## src/srw_defines.svh

```systemverilog
`ifndef SRW_DEFINES_SVH
`define SRW_DEFINES_SVH

// ----------------------------------------------------------------------
// timebase
// ----------------------------------------------------------------------
`define SRW_CLK_FREQ_MHZ 125

// ----------------------------------------------------------------------
// intervals in their own units
// ----------------------------------------------------------------------
`define SRW_RESET_HOLD_TIME_MS 140
`define SRW_WATCHDOG_PERIOD_MS 1600
`define SRW_DEBOUNCE_TIME_NS 1000
`define SRW_DIP_TIME_NS 2000

// ----------------------------------------------------------------------
// strobe pull schedule: high for the last 1/N of the period
// ----------------------------------------------------------------------
`define SRW_PULL_HIGH_DIV 8

// ----------------------------------------------------------------------
// reset values
// ----------------------------------------------------------------------
`define SRW_FILTER_INIT_SUPPLY 1'h1
`define SRW_FILTER_INIT_BUTTON 1'h1
`define SRW_WDO_RESET 1'h0
`define SRW_PULL_RESET 1'h0

`endif

```

## src/srw_placeholder_end.sv

```systemverilog
`timescale 1ns/100ps
`default_nettype none
`default_nettype wire

```

## src/srw_pkg.sv

```systemverilog
package srw_pkg;

  typedef enum logic [1:0] {
    st_undervolt,
    st_hold,
    st_run,
    st_manual
  } srw_state_type;

endpackage : srw_pkg

```

## src/srw_level_filter.sv

```systemverilog
`timescale 1ns/100ps
`default_nettype none

// output follows the input only after it has been stable for CYCLES clocks
module srw_level_filter #(
  parameter int unsigned CYCLES = 125,
  parameter bit INIT = 1'h1
) (
  input wire logic sys_clk_in,
  input wire logic rst_in,
  input wire logic level_in,
  output var logic level_out
);

  localparam int unsigned CNT_W = $clog2(CYCLES + 1);
  localparam logic [CNT_W-1:0] CNT_LAST = CNT_W'(CYCLES - 1);

  logic [CNT_W-1:0] cnt_reg;

  always_ff @(posedge sys_clk_in or posedge rst_in) begin
    if (rst_in) begin
      cnt_reg <= '0;
      level_out <= INIT;
    end else if (level_in == level_out) begin
      cnt_reg <= '0;
    end else if (cnt_reg == CNT_LAST) begin
      cnt_reg <= '0;
      level_out <= level_in;
    end else begin
      cnt_reg <= cnt_reg + CNT_W'(1);
    end
  end

endmodule : srw_level_filter

`default_nettype wire

```

## src/srw_supervisor.sv

```systemverilog
`timescale 1ns/100ps
`default_nettype none
`include "srw_defines.svh"

module srw_supervisor #(
  parameter int unsigned RESET_HOLD_CYCLES =
    `SRW_RESET_HOLD_TIME_MS * 1000 * `SRW_CLK_FREQ_MHZ,
  parameter int unsigned WATCHDOG_PERIOD_CYCLES =
    `SRW_WATCHDOG_PERIOD_MS * 1000 * `SRW_CLK_FREQ_MHZ,
  parameter int unsigned DEBOUNCE_CYCLES =
    (`SRW_DEBOUNCE_TIME_NS * `SRW_CLK_FREQ_MHZ + 999) / 1000,
  parameter int unsigned DIP_CYCLES =
    (`SRW_DIP_TIME_NS * `SRW_CLK_FREQ_MHZ + 999) / 1000,
  parameter bit RESET_ACTIVE_HIGH = 1'b0
) (
  input wire logic sys_clk_in,
  input wire logic rst_in,
  input wire logic supply_low_in,
  input wire logic pushbutton_reset_n_in,
  input wire logic watchdog_strobe_in,
  output var logic reset_out,
  output var logic watchdog_expired_n_out,
  output var logic watchdog_strobe_pull_out,
  output var logic watchdog_disabled_out,
  output var srw_pkg::srw_state_type supervisor_state_out
);

  import srw_pkg::*;

  // ----------------------------------------------------------------------
  // widths and derived counts
  // ----------------------------------------------------------------------
  localparam int unsigned HOLD_W = $clog2(RESET_HOLD_CYCLES + 1);
  localparam int unsigned WD_W = $clog2(WATCHDOG_PERIOD_CYCLES + 1);
  localparam logic [HOLD_W-1:0] HOLD_LAST = HOLD_W'(RESET_HOLD_CYCLES - 1);
  localparam logic [WD_W-1:0] WD_LAST = WD_W'(WATCHDOG_PERIOD_CYCLES - 1);
  localparam logic [WD_W-1:0] PULL_SPLIT =
    WD_W'(WATCHDOG_PERIOD_CYCLES - WATCHDOG_PERIOD_CYCLES / `SRW_PULL_HIGH_DIV);
  localparam logic RESET_ON = RESET_ACTIVE_HIGH ? 1'h1 : 1'h0;
  localparam int unsigned FILT_CYCLES [2] = '{DIP_CYCLES, DEBOUNCE_CYCLES};
  localparam bit FILT_INIT [2] = '{`SRW_FILTER_INIT_SUPPLY, `SRW_FILTER_INIT_BUTTON};

  srw_state_type state_reg;
  srw_state_type state_next;
  logic [HOLD_W-1:0] hold_cnt_reg;
  logic [WD_W-1:0] wd_cnt_reg;
  logic strobe_prev_reg;
  logic pull_prev_reg;
  logic [1:0] raw_levels;
  logic [1:0] filt_levels;
  logic supply_low_filt;
  logic button_n_db;
  logic strobe_edge;
  logic pull_edge;
  logic drive_edge;
  logic wd_running;

  // ----------------------------------------------------------------------
  // input conditioning
  // ----------------------------------------------------------------------
  assign raw_levels = {pushbutton_reset_n_in, supply_low_in};

  // ch0 rejects supply dips, ch1 debounces the pushbutton
  generate
    for (genvar g = 0; g < 2; g++) begin : g_filt
      srw_level_filter #(
        .CYCLES(FILT_CYCLES[g]),
        .INIT(FILT_INIT[g])
      ) u_filt (
        .sys_clk_in(sys_clk_in),
        .rst_in(rst_in),
        .level_in(raw_levels[g]),
        .level_out(filt_levels[g])
      );
    end
  endgenerate

  assign supply_low_filt = filt_levels[0];
  assign button_n_db = filt_levels[1];
  assign strobe_edge = watchdog_strobe_in != strobe_prev_reg;
  // an edge that tracks a pull change means nobody drives the pin
  assign pull_edge = strobe_edge && (pull_prev_reg != watchdog_strobe_pull_out)
    && (watchdog_strobe_in == watchdog_strobe_pull_out);
  assign drive_edge = strobe_edge && !pull_edge;
  assign wd_running = state_reg == st_run;

  // ----------------------------------------------------------------------
  // reset sequencing
  // ----------------------------------------------------------------------
  always_comb begin
    state_next = state_reg;
    if (supply_low_filt) begin
      state_next = st_undervolt;
    end else begin
      case (state_reg)
        st_undervolt: state_next = st_hold;
        st_hold: begin
          if (!button_n_db) begin
            state_next = st_manual;
          end else if (hold_cnt_reg == HOLD_LAST) begin
            state_next = st_run;
          end
        end
        st_run: begin
          if (!button_n_db) begin
            state_next = st_manual;
          end
        end
        st_manual: begin
          if (button_n_db) begin
            state_next = st_hold;
          end
        end
        default: state_next = st_undervolt;
      endcase
    end
  end

  always_ff @(posedge sys_clk_in or posedge rst_in) begin
    if (rst_in) begin
      state_reg <= st_undervolt;
    end else begin
      state_reg <= state_next;
    end
  end

  // counter is cleared outside hold, so every entry restarts it
  always_ff @(posedge sys_clk_in or posedge rst_in) begin
    if (rst_in) begin
      hold_cnt_reg <= '0;
    end else if (state_reg == st_hold && state_next == st_hold) begin
      hold_cnt_reg <= hold_cnt_reg + HOLD_W'(1);
    end else begin
      hold_cnt_reg <= '0;
    end
  end

  always_ff @(posedge sys_clk_in or posedge rst_in) begin
    if (rst_in) begin
      reset_out <= RESET_ON;
    end else begin
      reset_out <= (state_reg != st_run) ? RESET_ON : ~RESET_ON;
    end
  end

  always_ff @(posedge sys_clk_in or posedge rst_in) begin
    if (rst_in) begin
      supervisor_state_out <= st_undervolt;
    end else begin
      supervisor_state_out <= state_next;
    end
  end

  // ----------------------------------------------------------------------
  // watchdog timer
  // ----------------------------------------------------------------------
  always_ff @(posedge sys_clk_in or posedge rst_in) begin
    if (rst_in) begin
      strobe_prev_reg <= 1'h0;
    end else begin
      strobe_prev_reg <= watchdog_strobe_in;
    end
  end

  always_ff @(posedge sys_clk_in or posedge rst_in) begin
    if (rst_in) begin
      wd_cnt_reg <= '0;
    end else if (!wd_running) begin
      wd_cnt_reg <= '0;
    end else if (drive_edge || wd_cnt_reg == WD_LAST) begin
      wd_cnt_reg <= '0;
    end else begin
      wd_cnt_reg <= wd_cnt_reg + WD_W'(1);
    end
  end

  // expiry stays low until a driven strobe edge or a reset clears it
  always_ff @(posedge sys_clk_in or posedge rst_in) begin
    if (rst_in) begin
      watchdog_expired_n_out <= `SRW_WDO_RESET;
    end else if (supply_low_filt || state_reg == st_undervolt) begin
      watchdog_expired_n_out <= 1'h0;
    end else if (!wd_running || drive_edge) begin
      watchdog_expired_n_out <= 1'h1;
    end else if (wd_cnt_reg == WD_LAST && !watchdog_disabled_out) begin
      watchdog_expired_n_out <= 1'h0;
    end
  end

  // ----------------------------------------------------------------------
  // open strobe detection
  // ----------------------------------------------------------------------
  // pull-tracking edges leave the count alone, so an open pin sees the
  // full low and high phases and the count wraps without an expiry
  always_ff @(posedge sys_clk_in or posedge rst_in) begin
    if (rst_in) begin
      watchdog_strobe_pull_out <= `SRW_PULL_RESET;
    end else begin
      watchdog_strobe_pull_out <= wd_running && wd_cnt_reg >= PULL_SPLIT;
    end
  end

  always_ff @(posedge sys_clk_in or posedge rst_in) begin
    if (rst_in) begin
      pull_prev_reg <= `SRW_PULL_RESET;
    end else begin
      pull_prev_reg <= watchdog_strobe_pull_out;
    end
  end

  // a driven edge re-arms the watchdog; a driven edge landing just after
  // a pull change is mistaken for an open pin until the next driven edge
  always_ff @(posedge sys_clk_in or posedge rst_in) begin
    if (rst_in) begin
      watchdog_disabled_out <= 1'h0;
    end else if (strobe_edge) begin
      watchdog_disabled_out <= pull_edge;
    end
  end
endmodule : srw_supervisor

`default_nettype wire

```

## config.mk

```make
export PLATFORM = sky130hd
export DESIGN_NAME = srw_supervisor
export DESIGN_NICKNAME = d
export VERILOG_FILES = /design/src/srw_placeholder_end.sv /design/src/srw_pkg.sv /design/src/srw_level_filter.sv /design/src/srw_supervisor.sv
export VERILOG_INCLUDE_DIRS = /design/src
export SDC_FILE = /design/constraint.sdc
export NUM_CORES = 1
export LEC_CHECK = 0
export BUFFER_PORTS_ARGS = -buffer_cell sky130_fd_sc_hd__clkbuf_2
export CAP_MARGIN = 20
export CORE_UTILIZATION = 40
export DETAILED_ROUTE_END_ITERATION = 12
export GPL_TIMING_DRIVEN = 1
export SYNTH_ARGS = -nofsm -noshare
export SYNTH_HDL_FRONTEND = slang
export SYNTH_SLANG_ARGS = --single-unit
```

## constraint.sdc

```tcl
create_clock -name sys_clk_in -period 3.1 [get_ports sys_clk_in]
set_clock_uncertainty 0.05 [all_clocks]
set_input_delay 0.31 -clock sys_clk_in [delete_from_list [all_inputs] [get_ports sys_clk_in]]
set_output_delay 0.31 -clock sys_clk_in [all_outputs]
set_load 0.02 [all_outputs]
```

Yosys cells after proc, flatten, opt, wreduce, memory -nomap -nowiden
Index checks and enable logic that the tools add are counted.

Bits in registers: 78. Bits of input ports: 5. Output and inout bits: 6. Logic and storage cells: 67.

Add/sub/neg operators: 4. Order comparisons: 1. Eq/ne operators: 14. Muxes and demuxes: 17. Bitwise gates (word level): 2. Reductions and logical operators: 16.

Operator list (count): $mux 28 (2); $add 28x1->28 const B (1); $eq 28x28->1 const B (1); $ge 28x28->1 const B (1); $add 25x1->25 const B (1); $eq 25x25->1 const B (1); $mux 25 (1); $mux 8 (2); $mux 7 (2); $mux 2 (5); $add 8x1->8 const B (1); $eq 8x8->1 const B (1); $pmux 2 s4 (1); $add 7x1->7 const B (1); $eq 7x7->1 const B (1); $logic_and 1x1->1 (6); $eq 2x1->1 const B (2); $eq 2x2->1 const B (2); $mux 1 (4); $reduce_and 2->1 (2); $eq 1x1->1 (3); $logic_not 1->1 (3); $logic_or 1x1->1 (3); $reduce_bool 3->1 (1); other kinds (4) (6).

Logic depth before layout (Yosys ltp)
Gate-level depths: netlist (run 1).

Word-level depth: 8. Gate-level depth with buffers: 7. Gate-level depth less buffers: 6.

Cells and area by module
Synthesis (run 1) repeated with hierarchy kept, for this count alone.

Cell total of the unflattened synthesis: 436. Area, all modules: 4286.6 µm².

By module, submodules not included: srw_supervisor (instances 1, cells an instance 353, area an instance 3444.6 µm², sequential area each 1526.5 µm²); srw_level_filter at g_filt[0].u_filt (instances 1, cells an instance 44, area an instance 450.4 µm², sequential area each 226.5 µm²); srw_level_filter at g_filt[1].u_filt (instances 1, cells an instance 39, area an instance 391.6 µm², sequential area each 201.4 µm²).

Least setup slack after synthesis (run 1)
OpenSTA, ideal clock, no wires.

Kind: register to register. Start point: register hold_cnt_reg[0]. End point: register supervisor_state_out[0]. Library setup time: 0.119 ns. Arrival: 1.834 ns. Required time: 2.931 ns. Slack: 1.098 ns. Stages on the path, launching flop included: 6. Path buffers: 0. Clock period less this slack: 2.002 ns. Cells stage by stage: dfrtp_1 -> ha_1 -> nand4_1 -> or4_4 -> or2_1 -> o21a_1.

Longest elaborated chain between the ends: 5.

Ends and longest elaborated chain: start, declared (line srw_supervisor.sv:45) `logic [HOLD_W-1:0] hold_cnt_reg;`; start signal, assigned (line srw_supervisor.sv:132) `hold_cnt_reg <= hold_cnt_reg + HOLD_W'(1);`; $eq 25x25->1 (line srw_supervisor.sv:100) `end else if (hold_cnt_reg == HOLD_LAST) begin`; $mux 2 (line srw_supervisor.sv:100); $mux 2 (line srw_supervisor.sv:98) `if (!button_n_db) begin`; $pmux 2 s4 (line srw_supervisor.sv:95) `case (state_reg)`; $mux 2 (line srw_supervisor.sv:92) `if (supply_low_filt) begin`; net state_next[0] (line srw_supervisor.sv:44) `srw_state_type state_next;`; end signal, assigned (line srw_supervisor.sv:148) `supervisor_state_out <= st_undervolt;`; end signal, assigned (line srw_supervisor.sv:150) `supervisor_state_out <= state_next;`; end, declared (line srw_supervisor.sv:25) `output var srw_pkg::srw_state_type supervisor_state_out`.

The timed path passes the listed nets, and every way through them passes these cells. A chain may end at the register's enable or synchronous reset.

Worst setup path in the final report (run 1)
Start point: register hold_cnt_reg[20]. End point: register hold_cnt_reg[6].

Longest elaborated chain between the ends: 8.

Ends and longest elaborated chain: $eq 25x25->1 (line srw_supervisor.sv:100); $mux 2 (line srw_supervisor.sv:100); $mux 2 (line srw_supervisor.sv:98); $pmux 2 s4 (line srw_supervisor.sv:95); $mux 2 (line srw_supervisor.sv:92); $eq 2x1->1 (line srw_supervisor.sv:131) `end else if (state_reg == st_hold && state_next == st_hold) begin`; $logic_and 1x1->1 (line srw_supervisor.sv:131); $mux 25 (line srw_supervisor.sv:131).

Every way passes these cells.

==> summary.md, run 1 <==
| Metric | Value |
|---|---|
| Seq/Total Area, Yosys | 51.11% |
| CTS tree | yes |
| CTS Buf Count | 9 |
| PD cells | 423.9 nW/um^2 |
| Core Area | 9240 um^2 |
| Leakage power figure | 1.725 nW |
| Largest register FFs | 28 |
| Starting Density | 41.38% |
| Layout cells sized above 1 | 7.952% |
| Setup TNS | 0 ns |
| Sw frac | 23.03% |
| Synth top area share | 49.74% |
| Post-cts resize count | 0 |
| Clock Latency Late Sink | 0.34 ns |
| Critical Path, Cell by Cell | or4_1 -> or4_4 -> nand2_2 -> nor2_1 |
| Die area | 9954 um^2 |
| First-pass DRT Iterations | 4 |
| Final instance area | 4190 um^2 |
| Int Power | 1.367 mW |
| H-tree levels | 3 |
| Required time of the critical path | 3.26 ns |
| Vert. Die Dim | 99.77 um |
| Clock Path Buffers | 2 |
| CTS root buf | clkbuf_8 |
| RSZ-0062 raised after global routing | no |
| Crit path arrival time | 2.32 ns |
| Total number of vias | 2739 |
| TritonCTS Sinks | 78 |
| Clock transition at path regs | 0.07 ns |
| Logic pwr share | 3.9% |
| Post-route ant nets | 0 |
| Switch Pwr | 409.1 uW |
| Post-CTS setup buffers | 0 |
| Fin. max-slew vios | 0 |
| Multi-input gate area | 1764 um^2 |
| Slew margin rel. | 44.12% |
| Routability congestion estimate | 0.7985 |
| Synth top area cells | dfrtp_1, xor2_1, nor2_1 |
| Vias per cell | 5.035 |
| Mapped Nets | 406 |
| Post-synth EDFFs | 0 |
| Status | finished, final reports clean |
| Synth Instances | 394 |
| VDD IR max | 0.2287 mV |
| Die outline width | 99.77 um |
| Endpoint class of the critical path | flop |
| Tcrit/Tclk final | 69.87% |
| Async SR Flop Fraction | 100.0% |
| Final Hold Violating Endpoints | 0 |
| Netlist cell types | 37 |
| Largest area contributor in the netlist | dfrtp_1 |
| Hpwl dp | 4.745 mm |
| Syn avg cell area | 9.705 um^2 |
| Mapped cell area | 3824 um^2 |
| Clock share of power | 37.1% |
| Global-route usage over all layers | 16.08% |
| Synth Flop Type | dfrtp_1 |
| Placed cells | 528 |
| Ports | 11 |
| Min-delay worst type | input port to asynchronous set/reset pin |
| Max-cap violations | 0 |
| P&R area growth vs syn | 9.588% |
| Initial antenna violation count | 0 |
| Routed WL | 7.121 mm |
| Min Clock Period, post-route | 2.166 ns |
| Drt initial violations | 151 |
| Fmax | 461.7 MHz |
| Crit path kind | flop to flop |
| Reg area | 1954 um^2 |
| Final nets | 422 |
| Tot Pwr | 1.776 mW |
| CP max stage cell | or4_1 |
| Largest net degree at the start of global routing | 51 |
| Antenna diodes | 0 |
| FP Rows | 35 |
| Final setup violation count | 0 |
| WL/cell | 13.09 um |
| Slowest cell delay on critical path | 0.54 ns |
| Number of port buffers | 10 |
| Startpoint types | flop |
| Area after DPL | 4029 um^2 |
| Worst-Margin Slew | 0.8372 ns |
| Vias in the first global route | 2706 |
| Global-route wire length before repair | 12.61 mm |
| Grt ovf | 0 |
| Yosys warning total | 0 |
| Register bit total from synthesis | 78 |
| DRC Markers | 0 |
| Cts hold-fix bufs | 0 |
| Sequential share of power | 59.0% |
| Finished Layout Cells | 544 |
| Crit-path max FO | 25 |
| Fill count | 892 |
## power by group through the flow
stage | Sequential [mW] | Combinational [mW] | Clock, mW
6_report | 1.05 | 0.0692 | 0.659
5_1_grt | 1.05 | 0.0833 | 0.748
4_1_cts | 1.05 | 0.0727 | 0.694
3_5_place_dp | 1.07 | 0.0718 | 0
3_3_place_gp | 1.07 | 0.0706 | 0
2_1_floorplan | 1.07 | 0.0500 | 0
## cell type report
class	count	share of cell area, %
clock buffers	15	3.732
flip-flops and latches	78	46.64
clock inverters	1	0.1194
repair buffers	15	2.090
multi-input cells	290	42.10
inverters	16	1.463
well taps	129	3.852
## synthesized netlist by cell type (3+ instances only)
master    instances
nor2_1           80
dfrtp_1          76
xor2_1           37
nand3_1          29
xnor2_1          24
nand2_1          20
nand4_1          20
inv_1            16
nor3_1           11
and3_1           10
clkbuf_1          8
ha_1              7
a21oi_1           6
and2_1            6
and4_1            6
nor4_1            5
nand2b_1          3
nor4bb_1          3
o31ai_1           3
## worst max-delay path, delay by kind of cell, from the launching register on
kind / cells / cell delay (ns)
and+or+nand+nor: 4 / 1.55
DFF: 1 / 0.42
## path summary, 6_finish.rpt
path	startpoint	to	slack [ns]	cells after the start
worst min-delay path	rst_in	g_filt[1].u_filt.cnt_reg[1]$_DFF_PP0_	0.04	2
worst max-delay path	hold_cnt_reg[20]$_DFF_PP0_	hold_cnt_reg[6]$_DFF_PP0_	0.93	4
max in group asynchronous	rst_in	wd_cnt_reg[16]$_DFF_PP0_	2.25	3
min in group sys_clk_in	watchdog_strobe_in	strobe_prev_reg$_DFF_PP0_	0.09	1
worst min register to register	watchdog_strobe_pull_out$_DFF_PP0_	pull_prev_reg$_DFF_PP0_	0.39	0
worst max register to register	hold_cnt_reg[20]$_DFF_PP0_	hold_cnt_reg[6]$_DFF_PP0_	0.93	4
## per-stage QoR
| stage | worst slack, ns | utilization, % | hold WS [ns] |
|---|---|---|---|
| after floorplan | 0.7483 | - | 0.2914 |
| after global placement | 0.9830 | 43.60 | 0.3663 |
| after detailed placement | 0.9278 | 43.60 | 0.3737 |
| after CTS | 0.9197 | 45.35 | 0.05746 |
| after global routing | 0.8009 | 45.35 | 0.06007 |
| final | 0.9341 | 45.35 | 0.03617 |
## cells in the final DEF (no fill, tap or decap), types with 2 or more instances in the layout
| master | n |
|---|---|
| clkbuf_1 | 5 |
| nand3_1 | 29 |
| nor4_1 | 5 |
| nand4_1 | 20 |
| clkinv_2 | 2 |
| and2_1 | 6 |
| a31oi_1 | 2 |
| nand2_1 | 20 |
| xnor2_1 | 24 |
| and4_1 | 6 |
| and3_1 | 10 |
| inv_1 | 15 |
| or4_1 | 2 |
| nand2b_1 | 3 |
| mux2_2 | 2 |
| o21bai_1 | 2 |
| clkbuf_2 | 10 |
| clkbuf_8 | 10 |
| o31ai_1 | 3 |
| ha_1 | 7 |
| dfrtp_1 | 76 |
| a21oi_1 | 6 |
| dfstp_2 | 2 |
| buf_4 | 5 |
| nor3_1 | 11 |
| nor4bb_1 | 3 |
| xor2_1 | 37 |
| nor2_1 | 80 |
## routing by layer
| metal | routed length, um | GRT usage [%] | part of all wire, % |
|---|---|---|---|
| met5 | 0 | 0 | 0 |
| met1 | 3397 | 20.33 | 48 |
| met2 | 3424 | 26.31 | 48 |
| met4 | 67 | 5.204 | 0.94 |
| met3 | 232 | 5.014 | 3.3 |
## kinds of logic after synthesis
| group | count (synthesis) | synth area share [%] |
|---|---|---|
| simple gates | 201 | 25.95 |
| flops | 78 | 51.11 |
| xor+xnor | 61 | 13.97 |
| buf+inv | 26 | 2.749 |
| compound gates | 18 | 3.076 |
| fa+ha+maj | 7 | 2.290 |
| mux | 3 | 0.8508 |
No activity file was read; power rests on OpenSTA's default activity.
==> run 2, diff against run 1 <==
==> constraint.sdc (replaced) <==
create_clock -name sys_clk_in -period 2 [get_ports sys_clk_in]
set_clock_uncertainty 0.05 [all_clocks]
set_input_delay 0.2 -clock sys_clk_in [delete_from_list [all_inputs] [get_ports sys_clk_in]]
set_output_delay 0.2 -clock sys_clk_in [all_outputs]
set_load 0.02 [all_outputs]
==> summary.md, run 2 (synthesis gave the netlist of run 1 again) <==
| Metric | Value |
|---|---|
| CTS tree | yes |
| Leakage power figure | 1.858 nW |
| Crit path kind | flop to flop |
| Crit path arrival time | 2.16 ns |
| H-tree levels | 3 |
| Required time of the critical path | 2.19 ns |
| Slowest cell delay on critical path | 0.53 ns |
| Reg2reg start | hold_cnt_reg[15]$_DFF_PP0_ |
| Pre-CTS WS | 0.006083 ns |
| Most frequent cells in the layout | nor2_1, dfrtp_1, xor2_1 |
| Endpoint class of the critical path | flop |
| R2r endpoint | supervisor_state_out[0]$_DFF_PP0_ |
| CTS root buf | clkbuf_8 |
| Hpwl dp | 4.861 mm |
| CP max stage cell | or4_4 |
| Delay-heaviest family, CP | simple AND/OR/NAND/NOR gates |
| Bufs and invs on worst path | 0 |
| DRC Markers | 0 |
| Starting Density | 41.38% |
| Vert. Die Dim | 99.77 um |
| Layout cells sized above 1 | 12.33% |
| Hold_sp | supply_low_in |
| Core Area | 9240 um^2 |
| Final Hold Violating Endpoints | 0 |
| First-pass DRT Iterations | 4 |
| Routed WL | 7.265 mm |
| Die outline width | 99.77 um |
| Hold path cells | 2 |
| Antenna diodes | 0 |
| Min Clock Period, post-route | 1.966 ns |
| P&R area growth vs syn | 16.43% |
| Final Util | 48.18% |
| Vias per cell | 5.034 |
| Flop2flop setup slack | 0.03 ns |
| TritonCTS Sinks | 78 |
| Clock transition at path regs | 0.07 ns |
| WL/cell | 13.00 um |
| Global-route usage over all layers | 16.15% |
| Largest net degree at the start of global routing | 79 |
| Post-route ant nets | 0 |
| Drt initial violations | 101 |
| Vias in the first global route | 2770 |
| Largest register FFs | 28 |
| CTS Buf Count | 9 |
| Hold Path End | g_filt[0].u_filt.level_out$_DFFE_PP1P_ |
| Depth of the most critical reg-to-reg path | 4 |
| Worst-Margin Slew | 0.4391 ns |
| Max-cap violations | 0 |
| Commonest non-fill, non-tap cell in the layout | nor2_1 |
| Initial antenna violation count | 0 |
| Fin. max-slew vios | 0 |
| Total number of vias | 2814 |
| Slew margin rel. | 70.46% |
| Crit-path max FO | 2 |
| Routability congestion estimate | 0.8406 |
| FP Rows | 35 |
| Status | finished, final reports clean |
| Final nets | 437 |
| Final setup violation count | 0 |
| Global-route wire length before repair | 12.70 mm |
| Min-delay worst type | input port to flop |
| Grt ovf | 0 |
| PD cells | 726.3 nW/um^2 |
| Fmax | 508.7 MHz |
| RSZ-0062 raised after global routing | yes |
| Startpoint types | flop |
| Critical Path, Cell by Cell | or4_1 -> or4_4 -> or2_1 -> o21a_1 |
| Final setup margin | 0.03411 ns |
| Die area | 9954 um^2 |
| Tcrit/Tclk final | 98.29% |
| Ports | 11 |
| Clock Latency Late Sink | 0.35 ns |
| Clock Path Buffers | 2 |
| VDD IR max | 0.3159 mV |
| Number of port buffers | 10 |
-- run 2: changes by cell type in the layout (fill, tap and decap cells not counted) --
| cell | change |
|---|---|
| buf_4 | +11 |
| clkbuf_1 | -4 |
| bufinv_16 | +3 |
| buf_12 | +2 |
| clkbuf_8 | +2 |
| clkinv_2 | -2 |
| dlygate4sd3_1 | +2 |
| nor4bb_1 | -2 |
| nor4bb_2 | +2 |
| clkinvlp_4 | +1 |
| nor4_1 | -1 |
| nor4_2 | +1 |
-- run 2: stage by stage --
stage / setup TNS [ns] / instances / area (um^2) / power, mW / hold WS [ns]
final: 0 / 559 / 4452 / 3.233 / 0.06054
after CTS: 0 / 558 / 4432 / 3.288 / 0.04363
after floorplan: 0 / 394 / 3827 / 1.731 / 0.1814
after detailed placement: 0 / 539 / 4139 / 1.776 / 0.2914
after global routing: -0.06347 / 559 / 4452 / 3.367 / 0.04925
after global placement: 0 / 539 / 4139 / 1.773 / 0.2900
-- run 2: worst max path at each step --
| stage | startpoint | end | slack [ns] | cells past startpoint |
|---|---|---|---|---|
| after floorplan | hold_cnt_reg[20]$_DFF_PP0_ | supervisor_state_out[0]$_DFF_PP0_ | 0.001 | 4 |
| after global placement | hold_cnt_reg[20]$_DFF_PP0_ | supervisor_state_out[0]$_DFF_PP0_ | 0.02 | 4 |
| after detailed placement | hold_cnt_reg[20]$_DFF_PP0_ | supervisor_state_out[0]$_DFF_PP0_ | 0.006 | 4 |
| after CTS | hold_cnt_reg[22]$_DFF_PP0_ | supervisor_state_out[0]$_DFF_PP0_ | 0.007 | 5 |
| after global routing | hold_cnt_reg[15]$_DFF_PP0_ | supervisor_state_out[0]$_DFF_PP0_ | -0.06 | 4 |
| final | hold_cnt_reg[15]$_DFF_PP0_ | supervisor_state_out[0]$_DFF_PP0_ | 0.03 | 4 |
-- run 2: report_power, final --
part,total (mW),switching (mW),internal (mW)
Clock,1.49,0.557,0.933
Combinational,0.120,0.0774,0.0429
Sequential,1.62,0.0242,1.60
-- run 2: cell type report --
cell class / count / area [um^2]
fill: 857 / 4788
sequential: 78 / 1954
multi-input combinational: 290 / 1783
timing repair buffer: 30 / 230.2
clock buffer: 13 / 168.9
tap: 129 / 161.4
clock inverter: 3 / 90.09
inverter: 16 / 63.81
-- run 2: repair_timing --
action	4_1_cts	5_1_grt
pin swaps	6	6
resized for setup	1	2
buffers inserted	1	1
hold buffers	2	0
setup endpoints to repair	1	27
endpoints found under the hold margin	77	0
gates cloned	0	0
-- run 2: metal layers --
metal / GRT usage, % / vias up / share of wire, %
met4: 5.543 / 0 / 1.5
met2: 26.47 / 39 / 48
met5: 0 / - / 0
li1: - / 1390 / -
met3: 4.875 / 12 / 3.4
met1: 20.32 / 1373 / 47
==> run 3, diff against run 2 <==
==> constraint.sdc (replaced) <==
create_clock -name sys_clk_in -period 2 [get_ports sys_clk_in]
set_clock_uncertainty 0.05 [all_clocks]
set_input_delay 0.5 -clock sys_clk_in [delete_from_list [all_inputs] [get_ports sys_clk_in]]
set_output_delay 0.5 -clock sys_clk_in [all_outputs]
set_load 0.02 [all_outputs]
==> summary.md, run 3 (synthesis gave the netlist of run 1 again) <==
| Metric | Value |
|---|---|
| Fill count | 872 |
| VDD IR max | 0.3625 mV |
| Flop2flop setup slack | 0.02 ns |
| Clock transition at path regs | 0.09 ns |
| Number of port buffers | 10 |
| Antenna diodes | 0 |
| Sequential share of power | 55.2% |
| CTS tree | yes |
| CP max stage cell | or4_4 |
| Commonest non-fill, non-tap cell in the layout | nor2_1 |
| RSZ-0062 raised after global routing | yes |
| Startpoint types | flop |
| Crit path kind | flop to flop |
| Slowest cell delay on critical path | 0.53 ns |
| Final nets | 435 |
| Clock Path Buffers | 2 |
| Final Util | 47.30% |
| Bufs and invs on worst path | 0 |
| P&R area growth vs syn | 14.30% |
| Worst-Margin Slew | 0.4770 ns |
| Finished Layout Cells | 557 |
| Grt ovf | 0 |
| Hpwl dp | 4.892 mm |
| Clock Latency Late Sink | 0.35 ns |
| Reg area | 1956 um^2 |
| Ports | 11 |
| Tcrit/Tclk final | 99.03% |
| Largest net degree at the start of global routing | 79 |
| Initial antenna violation count | 0 |
| Multi-input gate area | 1783 um^2 |
| CTS root buf | clkbuf_8 |
| Global-route wire length before repair | 13.13 mm |
| Largest register FFs | 28 |
| Logic pwr share | 4.2% |
| Routed WL | 7.386 mm |
| Max-cap violations | 0 |
| Most frequent cells in the layout | nor2_1, dfrtp_1, xor2_1 |
| Cts hold-fix bufs | 0 |
| Vias in the first global route | 2845 |
| Crit-path max FO | 2 |
| Drt initial violations | 130 |
| Total number of vias | 2836 |
| Status | finished, final reports clean |
| Global-route usage over all layers | 16.57% |
| Critical Path, Cell by Cell | or4_1 -> or4_4 -> or2_1 -> o21a_1 |
| Switch Pwr | 711.6 uW |
| Routability congestion estimate | 0.8349 |
| Sw frac | 24.22% |
| DRC Markers | 0 |
| H-tree levels | 3 |
| Clock share of power | 40.6% |
| Min-delay worst type | input port to asynchronous set/reset pin |
| Fmax | 504.9 MHz |
| Vert. Die Dim | 99.77 um |
| Die area | 9954 um^2 |
| Leakage power figure | 1.816 nW |
| Placed cells | 539 |
| First-pass DRT Iterations | 4 |
| Int Power | 2.227 mW |
| CTS Buf Count | 9 |
| Post-route ant nets | 0 |
| PD cells | 672.4 nW/um^2 |
| Endpoint class of the critical path | flop |
| Layout cells sized above 1 | 12.62% |
| Starting Density | 41.38% |
| Final setup violation count | 0 |
| Min Clock Period, post-route | 1.981 ns |
| Slew margin rel. | 67.91% |
| Core Area | 9240 um^2 |
| Crit path arrival time | 2.18 ns |
| WL/cell | 13.26 um |
| Vias per cell | 5.092 |
| Die outline width | 99.77 um |
| TritonCTS Sinks | 78 |
| Delay-heaviest family, CP | simple AND/OR/NAND/NOR gates |
| Final Hold Violating Endpoints | 0 |
| FP Rows | 35 |
| Required time of the critical path | 2.20 ns |
| WHS | 0.1827 ns |
| Fin. max-slew vios | 0 |
[run 3: layout make-up]
class | instances | share of cell area (%)
clock buffers | 10 | 2.920
clock inverters | 6 | 1.575
inverters | 16 | 1.460
multi-input cells | 290 | 40.80
flip-flops and latches | 78 | 44.75
well taps | 129 | 3.693
repair buffers | 28 | 4.810
[run 3: repair_timing]
item | 4_1_cts | 5_1_grt
pin swaps | 3 | 7
buffers inserted | 1 | 1
setup endpoints to repair | 1 | 27
resized for setup | 2 | 2
[run 3: worst paths after layout]
check,start,endpoint,cells after the start
min reg2reg,watchdog_strobe_pull_out$_DFF_PP0_,pull_prev_reg$_DFF_PP0_,0
max,hold_cnt_reg[15]$_DFF_PP0_,supervisor_state_out[0]$_DFF_PP0_,4
min in group sys_clk_in,watchdog_strobe_in,strobe_prev_reg$_DFF_PP0_,1
max reg2reg,hold_cnt_reg[15]$_DFF_PP0_,supervisor_state_out[0]$_DFF_PP0_,4
max in group asynchronous,rst_in,g_filt[1].u_filt.level_out$_DFFE_PP1P_,3
min,rst_in,g_filt[0].u_filt.cnt_reg[5]$_DFF_PP0_,3
[run 3: routing by layer]
layer,vias up,GRT usage (%),share of wire (%),wire length (um)
met5,-,0,0,0
met4,0,5.769,0.68,50
met3,4,4.248,3.5,260
met2,43,27.11,49,3631
met1,1408,21.35,47,3444
li1,1381,-,-,-
[run 3: worst reg2reg max path, cell delays in order (launching register included)]
cell	delay, ns
dfrtp_1	0.39
or4_1	0.52
or4_4	0.53
or2_1	0.24
o21a_1	0.17
[run 3: through the flow]
stage                     TNS (ns)  power, mW  setup slack (ns)  cell area, um^2
final                            0      2.939           0.01945             4370
after floorplan                  0      1.731          0.001356             3827
after global routing      -0.02512      3.075          -0.02512             4370
after CTS                        0      2.995          0.009729             4355
after global placement           0      1.772           0.02721             4139
after detailed placement         0      1.778         0.0006579             4139
[run 3: power groups by stage]
| stage | Clock (mW) | Sequential [mW] | Combinational [mW] |
|---|---|---|---|
| after floorplan | 0 | 1.65 | 0.0779 |
| after global placement | 0 | 1.65 | 0.118 |
| after detailed placement | 0 | 1.65 | 0.124 |
| after CTS | 1.24 | 1.62 | 0.129 |
| after global routing | 1.30 | 1.63 | 0.144 |
| final | 1.19 | 1.62 | 0.123 |
